===== src/rtl/pm1_event_defs.vh =====
// Offsets, bit positions, reset values and timing counts of the fixed-event block.
`ifndef PM1_EVENT_DEFS_VH
`define PM1_EVENT_DEFS_VH

// Register offsets within the block, in system I/O space.
`define OFS_STATUS_LOW      3'h0
`define OFS_STATUS_HIGH     3'h1
`define OFS_ENABLE_LOW      3'h2
`define OFS_ENABLE_HIGH     3'h3

// Low status and low enable bit positions.
`define BIT_PM_TIMER        0
`define BIT_GLOBAL_RELEASE  5

// High status bit positions; press and alarm are also the high enable bit positions.
`define BIT_BUTTON_PRESS    0
`define BIT_RTC_ALARM       2
`define BIT_BUTTON_OVERRIDE 3
`define BIT_WAKE            7

// Reset values after the standby power-on reset.
`define ENABLE_LOW_RESET    8'h00
`define ENABLE_HIGH_RESET   8'h00
`define STATUS_RESET        1'b0
`define READ_IDLE_VALUE     8'h00

// Timer counter bit whose toggles set the timer flag.
`define PM_TIMER_MSB        23

// Button hold time, clock rate and the cycle count they give (4000 ms at 50000 kHz).
`define CLK_FREQ_KHZ        50000
`define BTN_HOLD_TIME_MS    4000
`define BTN_HOLD_CYCLES     28'hBEBC200
`define BTN_HOLD_WIDTH      28

`endif


===== src/rtl/button_hold_timer.v =====
// Counter that measures how long the power button has been held.
`timescale 1ns/1ps
`include "pm1_event_defs.vh"

module button_hold_timer #(
   parameter [`BTN_HOLD_WIDTH-1:0] HOLD_CYCLES = `BTN_HOLD_CYCLES
) (
   // Clock, reset and enable.
   input  wire clk_sys_in,
   input  wire reset_in,
   input  wire ce_in,
   // Button level and override arming.
   input  wire button_in,
   input  wire arm_in,
   // One-cycle pulse when the hold runs beyond the limit.
   output wire fire_out
);

   reg [`BTN_HOLD_WIDTH-1:0] count_r;
   reg                       done_r;
   reg                       fire_r;

   // The count restarts whenever the button is released, and fires at most once per press.
   always @(posedge clk_sys_in) begin
      if (reset_in) begin
         count_r <= {`BTN_HOLD_WIDTH{1'b0}};
         done_r  <= 1'b0;
         fire_r  <= 1'b0;
      end else if (ce_in) begin
         fire_r <= 1'b0;
         if (!button_in) begin
            count_r <= {`BTN_HOLD_WIDTH{1'b0}};
            done_r  <= 1'b0;
         end else if (!done_r) begin
            if (count_r == HOLD_CYCLES) begin
               done_r <= 1'b1;
               fire_r <= arm_in;
            end else begin
               count_r <= count_r + {{(`BTN_HOLD_WIDTH-1){1'b0}}, 1'b1};
            end
         end
      end
   end

   assign fire_out = fire_r;

endmodule


===== src/rtl/pm1_event_status_enable.v =====
// Fixed-event status flags, their enables and the SCI request of the power block.
`timescale 1ns/1ps
`include "pm1_event_defs.vh"

module pm1_event_status_enable #(
   parameter [`BTN_HOLD_WIDTH-1:0] HOLD_CYCLES = `BTN_HOLD_CYCLES
) (
   // Clock, reset and enable.
   input  wire        clk_sys_in,
   input  wire        reset_in,
   input  wire        ce_in,
   // System I/O access, offset already relative to the block base.
   input  wire [2:0]  io_offset_in,
   input  wire        io_sel_in,
   input  wire        io_rd_in,
   input  wire        io_wr_in,
   input  wire [7:0]  io_wdata_in,
   output wire [7:0]  io_rdata_out,
   output wire        io_hit_out,
   // Event sources.
   input  wire        rtc_alarm2_in,
   input  wire        power_button_in,
   input  wire        pm_timer_bit_in,
   input  wire        firmware_release_request_in,
   input  wire        resume_event_in,
   input  wire        suspended_in,
   input  wire        main_supply_control_n_in,
   // Control bits held by the neighbouring control register.
   input  wire        sci_gate_enable_in,
   input  wire        button_override_enable_in,
   // Results.
   output wire        sci_out,
   output wire        wake_to_on_out,
   output wire        soft_off_request_out,
   output wire        firmware_release_clear_out
);

   ////////////////////////////////////////////////////////////////////////////
   // Declarations.
   localparam [0:0] WAKE_IDLE  = 1'b0;
   localparam [0:0] WAKE_ARMED = 1'b1;

   reg  [7:0] enable_low_r;
   reg  [7:0] enable_high_r;
   reg        pm_timer_flag_r;
   reg        global_release_flag_r;
   reg        button_press_flag_r;
   reg        rtc_alarm_flag_r;
   reg        button_override_flag_r;
   reg        wake_flag_r;
   reg  [0:0] wake_state_r;
   reg  [0:0] wake_state_nxt;
   reg        timer_bit_prev_r;
   reg        timer_bit_valid_r;
   reg        supply_prev_r;
   reg        sci_r;
   reg        sci_nxt;
   reg  [7:0] rdata_r;
   reg  [7:0] rdata_nxt;
   reg        soft_off_r;
   reg        release_clear_r;

   wire       access_ok;
   wire       wr_status_low;
   wire       wr_status_high;
   wire       wr_enable_low;
   wire       wr_enable_high;
   wire       timer_toggle;
   wire       supply_fall;
   wire       override_fire;
   wire       wake_set;
   wire       clr_timer;
   wire       clr_global;
   wire       clr_press;
   wire       clr_rtc;
   wire       clr_override;
   wire       clr_wake;

   ////////////////////////////////////////////////////////////////////////////
   // Helpers.
   // Next value of a sticky flag; the hardware set beats a software clear.
   function next_flag;
      input cur;
      input set;
      input clr;
      begin
         if (set) begin
            next_flag = 1'b1;
         end else if (clr) begin
            next_flag = 1'b0;
         end else begin
            next_flag = cur;
         end
      end
   endfunction

   // True when the access addresses one of the four registers of this block.
   function is_mapped;
      input [2:0] ofs;
      begin
         is_mapped = (ofs == `OFS_STATUS_LOW) || (ofs == `OFS_STATUS_HIGH) ||
                     (ofs == `OFS_ENABLE_LOW) || (ofs == `OFS_ENABLE_HIGH);
      end
   endfunction

   ////////////////////////////////////////////////////////////////////////////
   // Access decode.
   assign access_ok      = io_sel_in && is_mapped(io_offset_in);
   assign io_hit_out     = access_ok;
   assign wr_status_low  = access_ok && io_wr_in && (io_offset_in == `OFS_STATUS_LOW);
   assign wr_status_high = access_ok && io_wr_in && (io_offset_in == `OFS_STATUS_HIGH);
   assign wr_enable_low  = access_ok && io_wr_in && (io_offset_in == `OFS_ENABLE_LOW);
   assign wr_enable_high = access_ok && io_wr_in && (io_offset_in == `OFS_ENABLE_HIGH);

   // A written zero leaves every flag alone.
   assign clr_timer    = wr_status_low  && io_wdata_in[`BIT_PM_TIMER];
   assign clr_global   = wr_status_low  && io_wdata_in[`BIT_GLOBAL_RELEASE];
   assign clr_press    = wr_status_high && io_wdata_in[`BIT_BUTTON_PRESS];
   assign clr_rtc      = wr_status_high && io_wdata_in[`BIT_RTC_ALARM];
   assign clr_override = wr_status_high && io_wdata_in[`BIT_BUTTON_OVERRIDE];
   assign clr_wake     = wr_status_high && io_wdata_in[`BIT_WAKE] &&
                         !main_supply_control_n_in;

   ////////////////////////////////////////////////////////////////////////////
   // Button hold measurement.
   button_hold_timer #(
      .HOLD_CYCLES (HOLD_CYCLES)
   ) u_hold (
      .clk_sys_in  (clk_sys_in),
      .reset_in    (reset_in),
      .ce_in       (ce_in),
      .button_in   (power_button_in),
      .arm_in      (button_override_enable_in),
      .fire_out    (override_fire)
   );

   ////////////////////////////////////////////////////////////////////////////
   // Edge detection on the timer bit and the supply control.
   // The first timer-bit sample after reset only primes its history, so no false toggle; the supply history resets high.
   always @(posedge clk_sys_in) begin
      if (reset_in) begin
         timer_bit_prev_r  <= 1'b0;
         timer_bit_valid_r <= 1'b0;
         supply_prev_r     <= 1'b1;
      end else if (ce_in) begin
         timer_bit_prev_r  <= pm_timer_bit_in;
         timer_bit_valid_r <= 1'b1;
         supply_prev_r     <= main_supply_control_n_in;
      end
   end

   assign timer_toggle = timer_bit_valid_r && (pm_timer_bit_in != timer_bit_prev_r);
   assign supply_fall  = supply_prev_r && !main_supply_control_n_in;

   ////////////////////////////////////////////////////////////////////////////
   // Resume tracking.
   // A resume event seen while suspended is held until the supply turns on.
   always @* begin
      wake_state_nxt = wake_state_r;
      case (wake_state_r)
         WAKE_IDLE: begin
            if (suspended_in && resume_event_in) begin
               wake_state_nxt = WAKE_ARMED;
            end
         end
         WAKE_ARMED: begin
            if (supply_fall) begin
               wake_state_nxt = WAKE_IDLE;
            end
         end
         default: begin
            wake_state_nxt = WAKE_IDLE;
         end
      endcase
   end

   assign wake_set = (wake_state_r == WAKE_ARMED) && supply_fall;

   always @(posedge clk_sys_in) begin
      if (reset_in) begin
         wake_state_r <= WAKE_IDLE;
      end else if (ce_in) begin
         wake_state_r <= wake_state_nxt;
      end
   end

   ////////////////////////////////////////////////////////////////////////////
   // Status flags.
   always @(posedge clk_sys_in) begin
      if (reset_in) begin
         pm_timer_flag_r        <= `STATUS_RESET;
         global_release_flag_r  <= `STATUS_RESET;
         button_press_flag_r    <= `STATUS_RESET;
         rtc_alarm_flag_r       <= `STATUS_RESET;
         button_override_flag_r <= `STATUS_RESET;
         wake_flag_r            <= `STATUS_RESET;
      end else if (ce_in) begin
         pm_timer_flag_r       <= next_flag(pm_timer_flag_r, timer_toggle, clr_timer);
         global_release_flag_r <= next_flag(global_release_flag_r,
                                            firmware_release_request_in, clr_global);
         rtc_alarm_flag_r      <= next_flag(rtc_alarm_flag_r, rtc_alarm2_in, clr_rtc);
         button_override_flag_r <= next_flag(button_override_flag_r,
                                             override_fire, clr_override);
         wake_flag_r           <= next_flag(wake_flag_r, wake_set, clr_wake);
         // The override clear outranks the level set of a still-held button.
         if (override_fire) begin
            button_press_flag_r <= 1'b0;
         end else begin
            button_press_flag_r <= next_flag(button_press_flag_r,
                                             power_button_in, clr_press);
         end
      end
   end

   ////////////////////////////////////////////////////////////////////////////
   // Enable registers.
   always @(posedge clk_sys_in) begin
      if (reset_in) begin
         enable_low_r  <= `ENABLE_LOW_RESET;
         enable_high_r <= `ENABLE_HIGH_RESET;
      end else if (ce_in) begin
         if (wr_enable_low) begin
            enable_low_r <= io_wdata_in;
         end
         if (wr_enable_high) begin
            enable_high_r <= io_wdata_in;
         end
      end
   end

   ////////////////////////////////////////////////////////////////////////////
   // Read data.
   // Only implemented bits are returned; every reserved position reads zero.
   always @* begin
      rdata_nxt = `READ_IDLE_VALUE;
      case (io_offset_in)
         `OFS_STATUS_LOW: begin
            rdata_nxt[`BIT_PM_TIMER]       = pm_timer_flag_r;
            rdata_nxt[`BIT_GLOBAL_RELEASE] = global_release_flag_r;
         end
         `OFS_STATUS_HIGH: begin
            rdata_nxt[`BIT_BUTTON_PRESS]    = button_press_flag_r;
            rdata_nxt[`BIT_RTC_ALARM]       = rtc_alarm_flag_r;
            rdata_nxt[`BIT_BUTTON_OVERRIDE] = button_override_flag_r;
            rdata_nxt[`BIT_WAKE]            = wake_flag_r;
         end
         `OFS_ENABLE_LOW: begin
            rdata_nxt[`BIT_PM_TIMER]       = enable_low_r[`BIT_PM_TIMER];
            rdata_nxt[`BIT_GLOBAL_RELEASE] = enable_low_r[`BIT_GLOBAL_RELEASE];
         end
         `OFS_ENABLE_HIGH: begin
            rdata_nxt[`BIT_BUTTON_PRESS] = enable_high_r[`BIT_BUTTON_PRESS];
            rdata_nxt[`BIT_RTC_ALARM]    = enable_high_r[`BIT_RTC_ALARM];
         end
         default: begin
            rdata_nxt = `READ_IDLE_VALUE;
         end
      endcase
   end

   always @(posedge clk_sys_in) begin
      if (reset_in) begin
         rdata_r <= `READ_IDLE_VALUE;
      end else if (ce_in) begin
         if (access_ok && io_rd_in) begin
            rdata_r <= rdata_nxt;
         end else if (io_rd_in) begin
            rdata_r <= `READ_IDLE_VALUE;
         end
      end
   end

   ////////////////////////////////////////////////////////////////////////////
   // SCI request.
   always @* begin
      sci_nxt = 1'b0;
      if (pm_timer_flag_r && enable_low_r[`BIT_PM_TIMER]) begin
         sci_nxt = 1'b1;
      end
      if (global_release_flag_r && enable_low_r[`BIT_GLOBAL_RELEASE]) begin
         sci_nxt = 1'b1;
      end
      if (rtc_alarm_flag_r && enable_high_r[`BIT_RTC_ALARM]) begin
         sci_nxt = 1'b1;
      end
      if (button_press_flag_r && enable_high_r[`BIT_BUTTON_PRESS]) begin
         sci_nxt = 1'b1;
      end
      if (!sci_gate_enable_in) begin
         sci_nxt = 1'b0;
      end
   end

   always @(posedge clk_sys_in) begin
      if (reset_in) begin
         sci_r <= 1'b0;
      end else if (ce_in) begin
         sci_r <= sci_nxt;
      end
   end

   ////////////////////////////////////////////////////////////////////////////
   // Side effects toward the neighbouring logic.
   always @(posedge clk_sys_in) begin
      if (reset_in) begin
         soft_off_r      <= 1'b0;
         release_clear_r <= 1'b0;
      end else if (ce_in) begin
         soft_off_r      <= override_fire;
         release_clear_r <= clr_global;
      end
   end

   assign io_rdata_out               = rdata_r;
   assign sci_out                    = sci_r;
   assign wake_to_on_out             = wake_flag_r;
   assign soft_off_request_out       = soft_off_r;
   assign firmware_release_clear_out = release_clear_r;

endmodule


===== config.mk =====
export PLATFORM = sky130hd
export DESIGN_NAME = pm1_event_status_enable
export DESIGN_NICKNAME = d
export VERILOG_FILES = /design/src/rtl/button_hold_timer.v /design/src/rtl/pm1_event_status_enable.v
export VERILOG_INCLUDE_DIRS = /design/src /design/src/rtl
export SDC_FILE = /design/constraint.sdc
export NUM_CORES = 1
export LEC_CHECK = 0
export ABC_CLOCK_PERIOD_IN_PS = 4330
export BUFFER_PORTS_ARGS = -buffer_cell sky130_fd_sc_hd__buf_2
export CORE_UTILIZATION = 61
export DETAILED_ROUTE_END_ITERATION = 8
export GPL_TIMING_DRIVEN = 0
export HOLD_SLACK_MARGIN = 0.15
export PLACE_DENSITY_LB_ADDON = 0.15
export SYNTH_ARGS = -nofsm -noshare
export SYNTH_HDL_FRONTEND = slang
export SYNTH_SLANG_ARGS = --single-unit

===== constraint.sdc =====
create_clock -name clk_sys_in -period 4.33 [get_ports clk_sys_in]
set_input_delay 1.299 -clock clk_sys_in [delete_from_list [all_inputs] [get_ports clk_sys_in]]
set_output_delay 1.299 -clock clk_sys_in [all_outputs]
set_load 0.05 [all_outputs]

# [Word level (Yosys, flattened, before mapping)]
# Index checks and enable logic that the tools add are counted.
[word_totals] word_cells=109 in_bits=26 ff_bits=60 output_inout_bits=13
[classes] n_bitwise=1 reduce_logical=44 eq_ne=7 n_mux=37 addsub=1
[ops] cell="$mux W28" count=3
[ops] cell="$add A28 B1 Y28 const B" count=1
[ops] cell="$eq A28 B28 Y1 const B" count=1
[ops] cell="$mux W1" count=28
[ops] cell="$logic_and A1 B1 Y1" count=22
[ops] cell="$reduce_and A2 Y1" count=9
[ops] cell="$mux W8" count=2
[ops] cell="$reduce_bool A2 Y1" count=6
[ops] cell="$eq A3 B2 Y1 const B" count=2
[ops] cell="$pmux W1 S2" count=3
[ops] cell="$ne A2 B2 Y1 const B" count=2
[ops] cell="$pmux W1 S4" count=1
[ops] cell="$eq A3 B1 Y1 const B" count=1
[ops] cell="$logic_not A3 Y1" count=1
[ops] cell="$logic_or A1 B1 Y1" count=3
[ops] cell="$reduce_and A3 Y1" count=1
[ops] cell="$reduce_bool A3 Y1" count=1
[ops] cell="$logic_not A1 Y1" count=1
[ops] cell="$ne A1 B1 Y1" count=1
[ops] cell="$not A1 Y1" count=1

# [Logic depth before layout (Yosys ltp)]
[logic_depth] depth_word=11 depth_mapped=9 ltp_nobuf=7

# [Cells and area by module]
# Synthesis repeated with hierarchy kept, for this count alone.
[hier_totals] hier_cells=331 hier_area_um2=2807.7
[modules_own_cells] module="button_hold_timer" seq_area_each_um2=600.6 instances=1 cells_each=215 area_each_um2=1749.2
[modules_own_cells] module="pm1_event_status_enable" seq_area_each_um2=440.4 instances=1 cells_each=116 area_each_um2=1058.5

# [Worst setup path before layout]
# No wires, ideal clock.
[synth_timing] path_type="input port to output port" from="input io_sel_in" to="output io_hit_out" stages=1 setup_slack_ns=1.025 t_arrival_ns=2.006 t_required_ns=3.031 n_path_buf=0 path_cell_list="nor2b_1"
[synth_via] elab_chain_cells=1
[synth_lines] item="from (decl)" line="pm1_event_status_enable.v:14" text="input wire io_sel_in,"
[synth_lines] item="$logic_and A1 B1 Y1" line="pm1_event_status_enable.v:108" text="assign access_ok = io_sel_in && is_mapped(io_offset_in);"
[synth_lines] item="to (decl)" line="pm1_event_status_enable.v:19" text="output wire io_hit_out,"
# No other way between the ends.

# [Worst setup path in the final report]
[layout_timing] from="input io_offset_in[2]" to="output io_hit_out"
[layout_via] elab_chain_cells=5 word_cells_on_any_way=8 classes_between="eq/ne: 3; reduce/logical: 5"
[layout_lines] item="from (decl)" line="pm1_event_status_enable.v:13" text="input wire [2:0] io_offset_in,"
[layout_lines] item="$eq A3 B1 Y1 / $logic_not A3 Y1 (equally long branches)"
[layout_lines] item="$logic_or A1 B1 Y1 (2 in series)" line="pm1_event_status_enable.v:101" text="is_mapped = (ofs == `OFS_STATUS_LOW) || (ofs == `OFS_STATUS_HIGH) ||"
[layout_lines] item="$logic_or A1 B1 Y1 *" line="pm1_event_status_enable.v:101"
[layout_lines] item="$logic_and A1 B1 Y1 *" line="pm1_event_status_enable.v:108"
# Every way passes the cells marked *; elsewhere a longest branch is shown, timed or not.

==> summary.txt <==
Power
  • PwrDens: 294.1 nW/µm²
  • Sw Share: 25.65%
  • Clk pwr share: 33.1%
  • Psw: 0.2166 mW
  • Leak: 1.077 nW
  • Peak supply drop: around 0.25 mV
  • Fraction of power consumed by sequential logic: around 58%
  • Gate power share: 9.0%
  • Cell Int Power: 0.6281 mW

Clock network
  • Post CTS Setup Buffer Count: 0
  • Root buffer cell: clkbuf_8
  • Post-CTS Hold Fix Bufs: 0
  • CTS tree: done
  • Worst-path clk slew: 0.10 ns
  • Htree depth: 2
  • Post-CTS Resized: 0
  • Clk sinks: 52
  • TritonCTS Buffers: 5
  • Clock Path Buffers: 2
  • Worst skew pair latency: 0.31 ns

Global routing
  • Total Routing Usage GR: between 20% and 30%
  • First-pass GRT wire length: 9.066 mm
  • Vias in the first global route: 1984
  • Initial antenna violation count: 0
  • Pin count of the biggest net entering global routing: 18
  • Congestion Overflow GR: 0

Yosys
  • Largest family of logic cells by synthesized area: simple AND/OR/NAND/NOR gates
  • Synth Area in XOR/XNOR: 2.384%
  • Ys flop type: dfxtp_1
  • Post-Synthesis Cell Area: approximately 2600 µm²
  • Sequential fraction of the synthesis area: 40.49%
  • Post-Syn Area per Cell: 8.687 µm²
  • EDFF count, synth: 0
  • Yosys Warn Count: 0
  • Yosys cell types: between 50 and 60
  • Top cells by area, synth: dfxtp_1 (40%), a21oi_1 (4.5%), nor2_1 (4.1%)
  • Leading area contributor after synthesis: dfxtp_1
  • Mapped Cells: just under 300
  • Mux cell area share after synthesis: 2.433%
  • Compound-Gate Fraction of Synth Area: between 10% and 20%
  • Seq cells post-synth: 52
  • Asr flop ratio synth: 0%
  • Post-synth top area share: roughly two fifths
  • Synth Area in Simple Gates: between 30% and 40%
  • Post-synthesis adder-cell area fraction: 0.9732%

Place
  • RePlAce Congestion: 0.8015
  • Dpl ws: 1.167 ns
  • Hpwl dp: 4.202 mm
  • Port bufs: 28

STA
  • Final Skew: 0.009039 ns
  • Period utilisation layout: 70.81%
  • Final hold violation count: 0
  • Setup ws final: 1.264 ns
  • Rel. slew slack: 52.40%
  • Total negative setup slack: 0 ns
  • Least-Margin Pin Slew: 0.7140 ns
  • Final setup vio count: 0
  • Tmin final: around 3 ns
  • RSZ-0062 raised after global routing: false
  • Hold Slack: 0.4763 ns
  • Fmax achieved: 326.2 MHz
  • Max Slew Vio Count: 0

Route
  • Routed WL per cell: approximately 15 µm
  • Via count: 2308
  • Number of remaining DRC errors: 0
  • TritonRoute pass-1 iters: 4
  • Drt total wl: 5.788 mm
  • Routed vias/inst: 6.010
  • Post-route ant nets: 0
  • Iteration-0 DRC Markers: approximately 210

Critical path
  • CP required: 3.03 ns
  • Worst EP arrival: 1.77 ns
  • R2R cell count: 6
  • Critical path type: input port to output pin
  • Crit path launch type: input port
  • CP Capture Type: output pin
  • Crit path max fanout: 4

Finish
  • Final nets: between 300 and 400
  • Share of layout cells above drive strength 1: 18.56%
  • Number of diodes: 0
  • Area grow syn2layout: 11.73%

Worst hold path
  • Hold Path Stages: 2
  • HP Class: flop to flop

Floorplanning
  • Starting Density: 63.82%
  • Die Span Y: 66.93 µm
  • Die Wd: 66.93 µm
  • Core Region: around 4000 µm²
  • Full die area: 4479 µm²
  • I/O pin cnt: 39
  • Std-Cell Rows: 23

Status
  • Status: finished, final reports clean

Job
  • Max cap viols: 0
-- layout make-up --
type	count	area, µm²
plain buffers	18	127.6
flip-flops and latches	52	1041
well taps	50	62.56
clock inverters	3	22.52
inverters	8	30.03
clock buffers	5	68.82
repair buffers	28	140.1
multi-input cells	220	1380
fillers	320	1156
-- state kept, by name (all words and copies together), names as in the netlist --
signal and cells:
u_hold.count_r 28, io_rdata_out 5, enable_high_r 2, enable_low_r 2, button_override_flag_r 1, button_press_flag_r 1, firmware_release_clear_out 1, global_release_flag_r 1
pm_timer_flag_r 1, rtc_alarm_flag_r 1, sci_out 1, soft_off_request_out 1, supply_prev_r 1, timer_bit_prev_r 1, timer_bit_valid_r 1, u_hold.done_r 1
u_hold.fire_out 1, wake_state_r 1, wake_to_on_out 1
-- critical path: stages --
cell	delay (ns)
buf_2	0.11
nor2b_1	0.09
buf_2	0.26
-- stage by stage --
step	cell area [µm²]	std cells	total power, mW	util [%]
6_report	2873	384	0.8448	71.30
5_1_grt	2873	384	0.8772	71.30
4_1_cts	2873	384	0.8486	71.30
3_5_place_dp	2781	376	0.5755	69.04
3_3_place_gp	2781	376	0.5735	69.04
2_1_floorplan	2579	298	0.5506	-
-- cell families (layout without fill, tap and decap cells) --
logic type	Yosys count	count (layout)
muxes	5	5
DFF	52	52
and+or+nand+nor	136	136
adders and majority gates	2	2
AOI/OAI and AO/OA	67	67
buffers and inverters	26	62
other	1	3
xor gates and xnor gates	7	7
-- layout by cell type (no fill, tap or decap), types with 5 or more instances in the layout --
cell,count
or4_2,7
and2_1,5
xor2_1,5
or3_1,8
clkbuf_8,6
nand2_1,27
nor2_1,28
clkbuf_1,9
nand3_1,10
dfxtp_1,52
o21ai_0,13
and3_1,6
buf_2,28
a22oi_1,7
nand2b_1,5
o211ai_1,8
a21oi_1,23
nand4_1,13
inv_1,8
-- final timing paths --
kind | endpoint | slack, ns | startpoint
setup / recovery | io_hit_out | 1.26 | io_offset_in[2]
hold / removal | firmware_release_clear_out | 0.48 | firmware_release_clear_out
setup reg to reg | u_hold.count_r[4] | 1.92 | u_hold.count_r[4]
hold reg to reg | firmware_release_clear_out | 0.48 | firmware_release_clear_out
-- cells in the mapped netlist (2+ instances only) --
library cell	instances
nor2b_1	3
inv_1	8
or4_1	3
dfxtp_1	52
a32oi_1	2
and3_1	6
o31ai_1	2
xor2_1	5
o21ai_0	13
and4_1	3
and2_1	5
ha_1	2
nand2b_1	5
or4_4	2
o211ai_1	8
clkbuf_1	9
mux2i_1	4
a21oi_1	23
or4_2	7
nand4_1	13
nand2_1	27
nor4_1	3
buf_4	3
buf_6	3
or3_1	8
a22oi_1	7
nor3b_1	3
xnor2_1	2
nand3_1	10
and4b_1	2
nor2_1	28
-- power groups by stage --
stage / combinational [mW] / sequential (mW) / clock (mW)
4_1_cts: 0.0759 / 0.489 / 0.284
3_3_place_gp: 0.0739 / 0.500 / 0
6_report: 0.0763 / 0.489 / 0.280
3_5_place_dp: 0.0757 / 0.500 / 0
5_1_grt: 0.0822 / 0.490 / 0.305
2_1_floorplan: 0.0509 / 0.500 / 0
-- layer usage --
layer / vias to the layer above / part of all wire (%) / GRT usage (%) / wire length, µm
met5: - / 0 / 0 / 0
met4: 0 / 1.3 / 7.181 / 78
met3: 7 / 6.3 / 5.651 / 365
met2: 72 / 45 / 41.54 / 2616
met1: 1072 / 47 / 38.47 / 2728
li1: 1157 / - / - / -
Note: power is estimated with default switching activity, not from simulation.
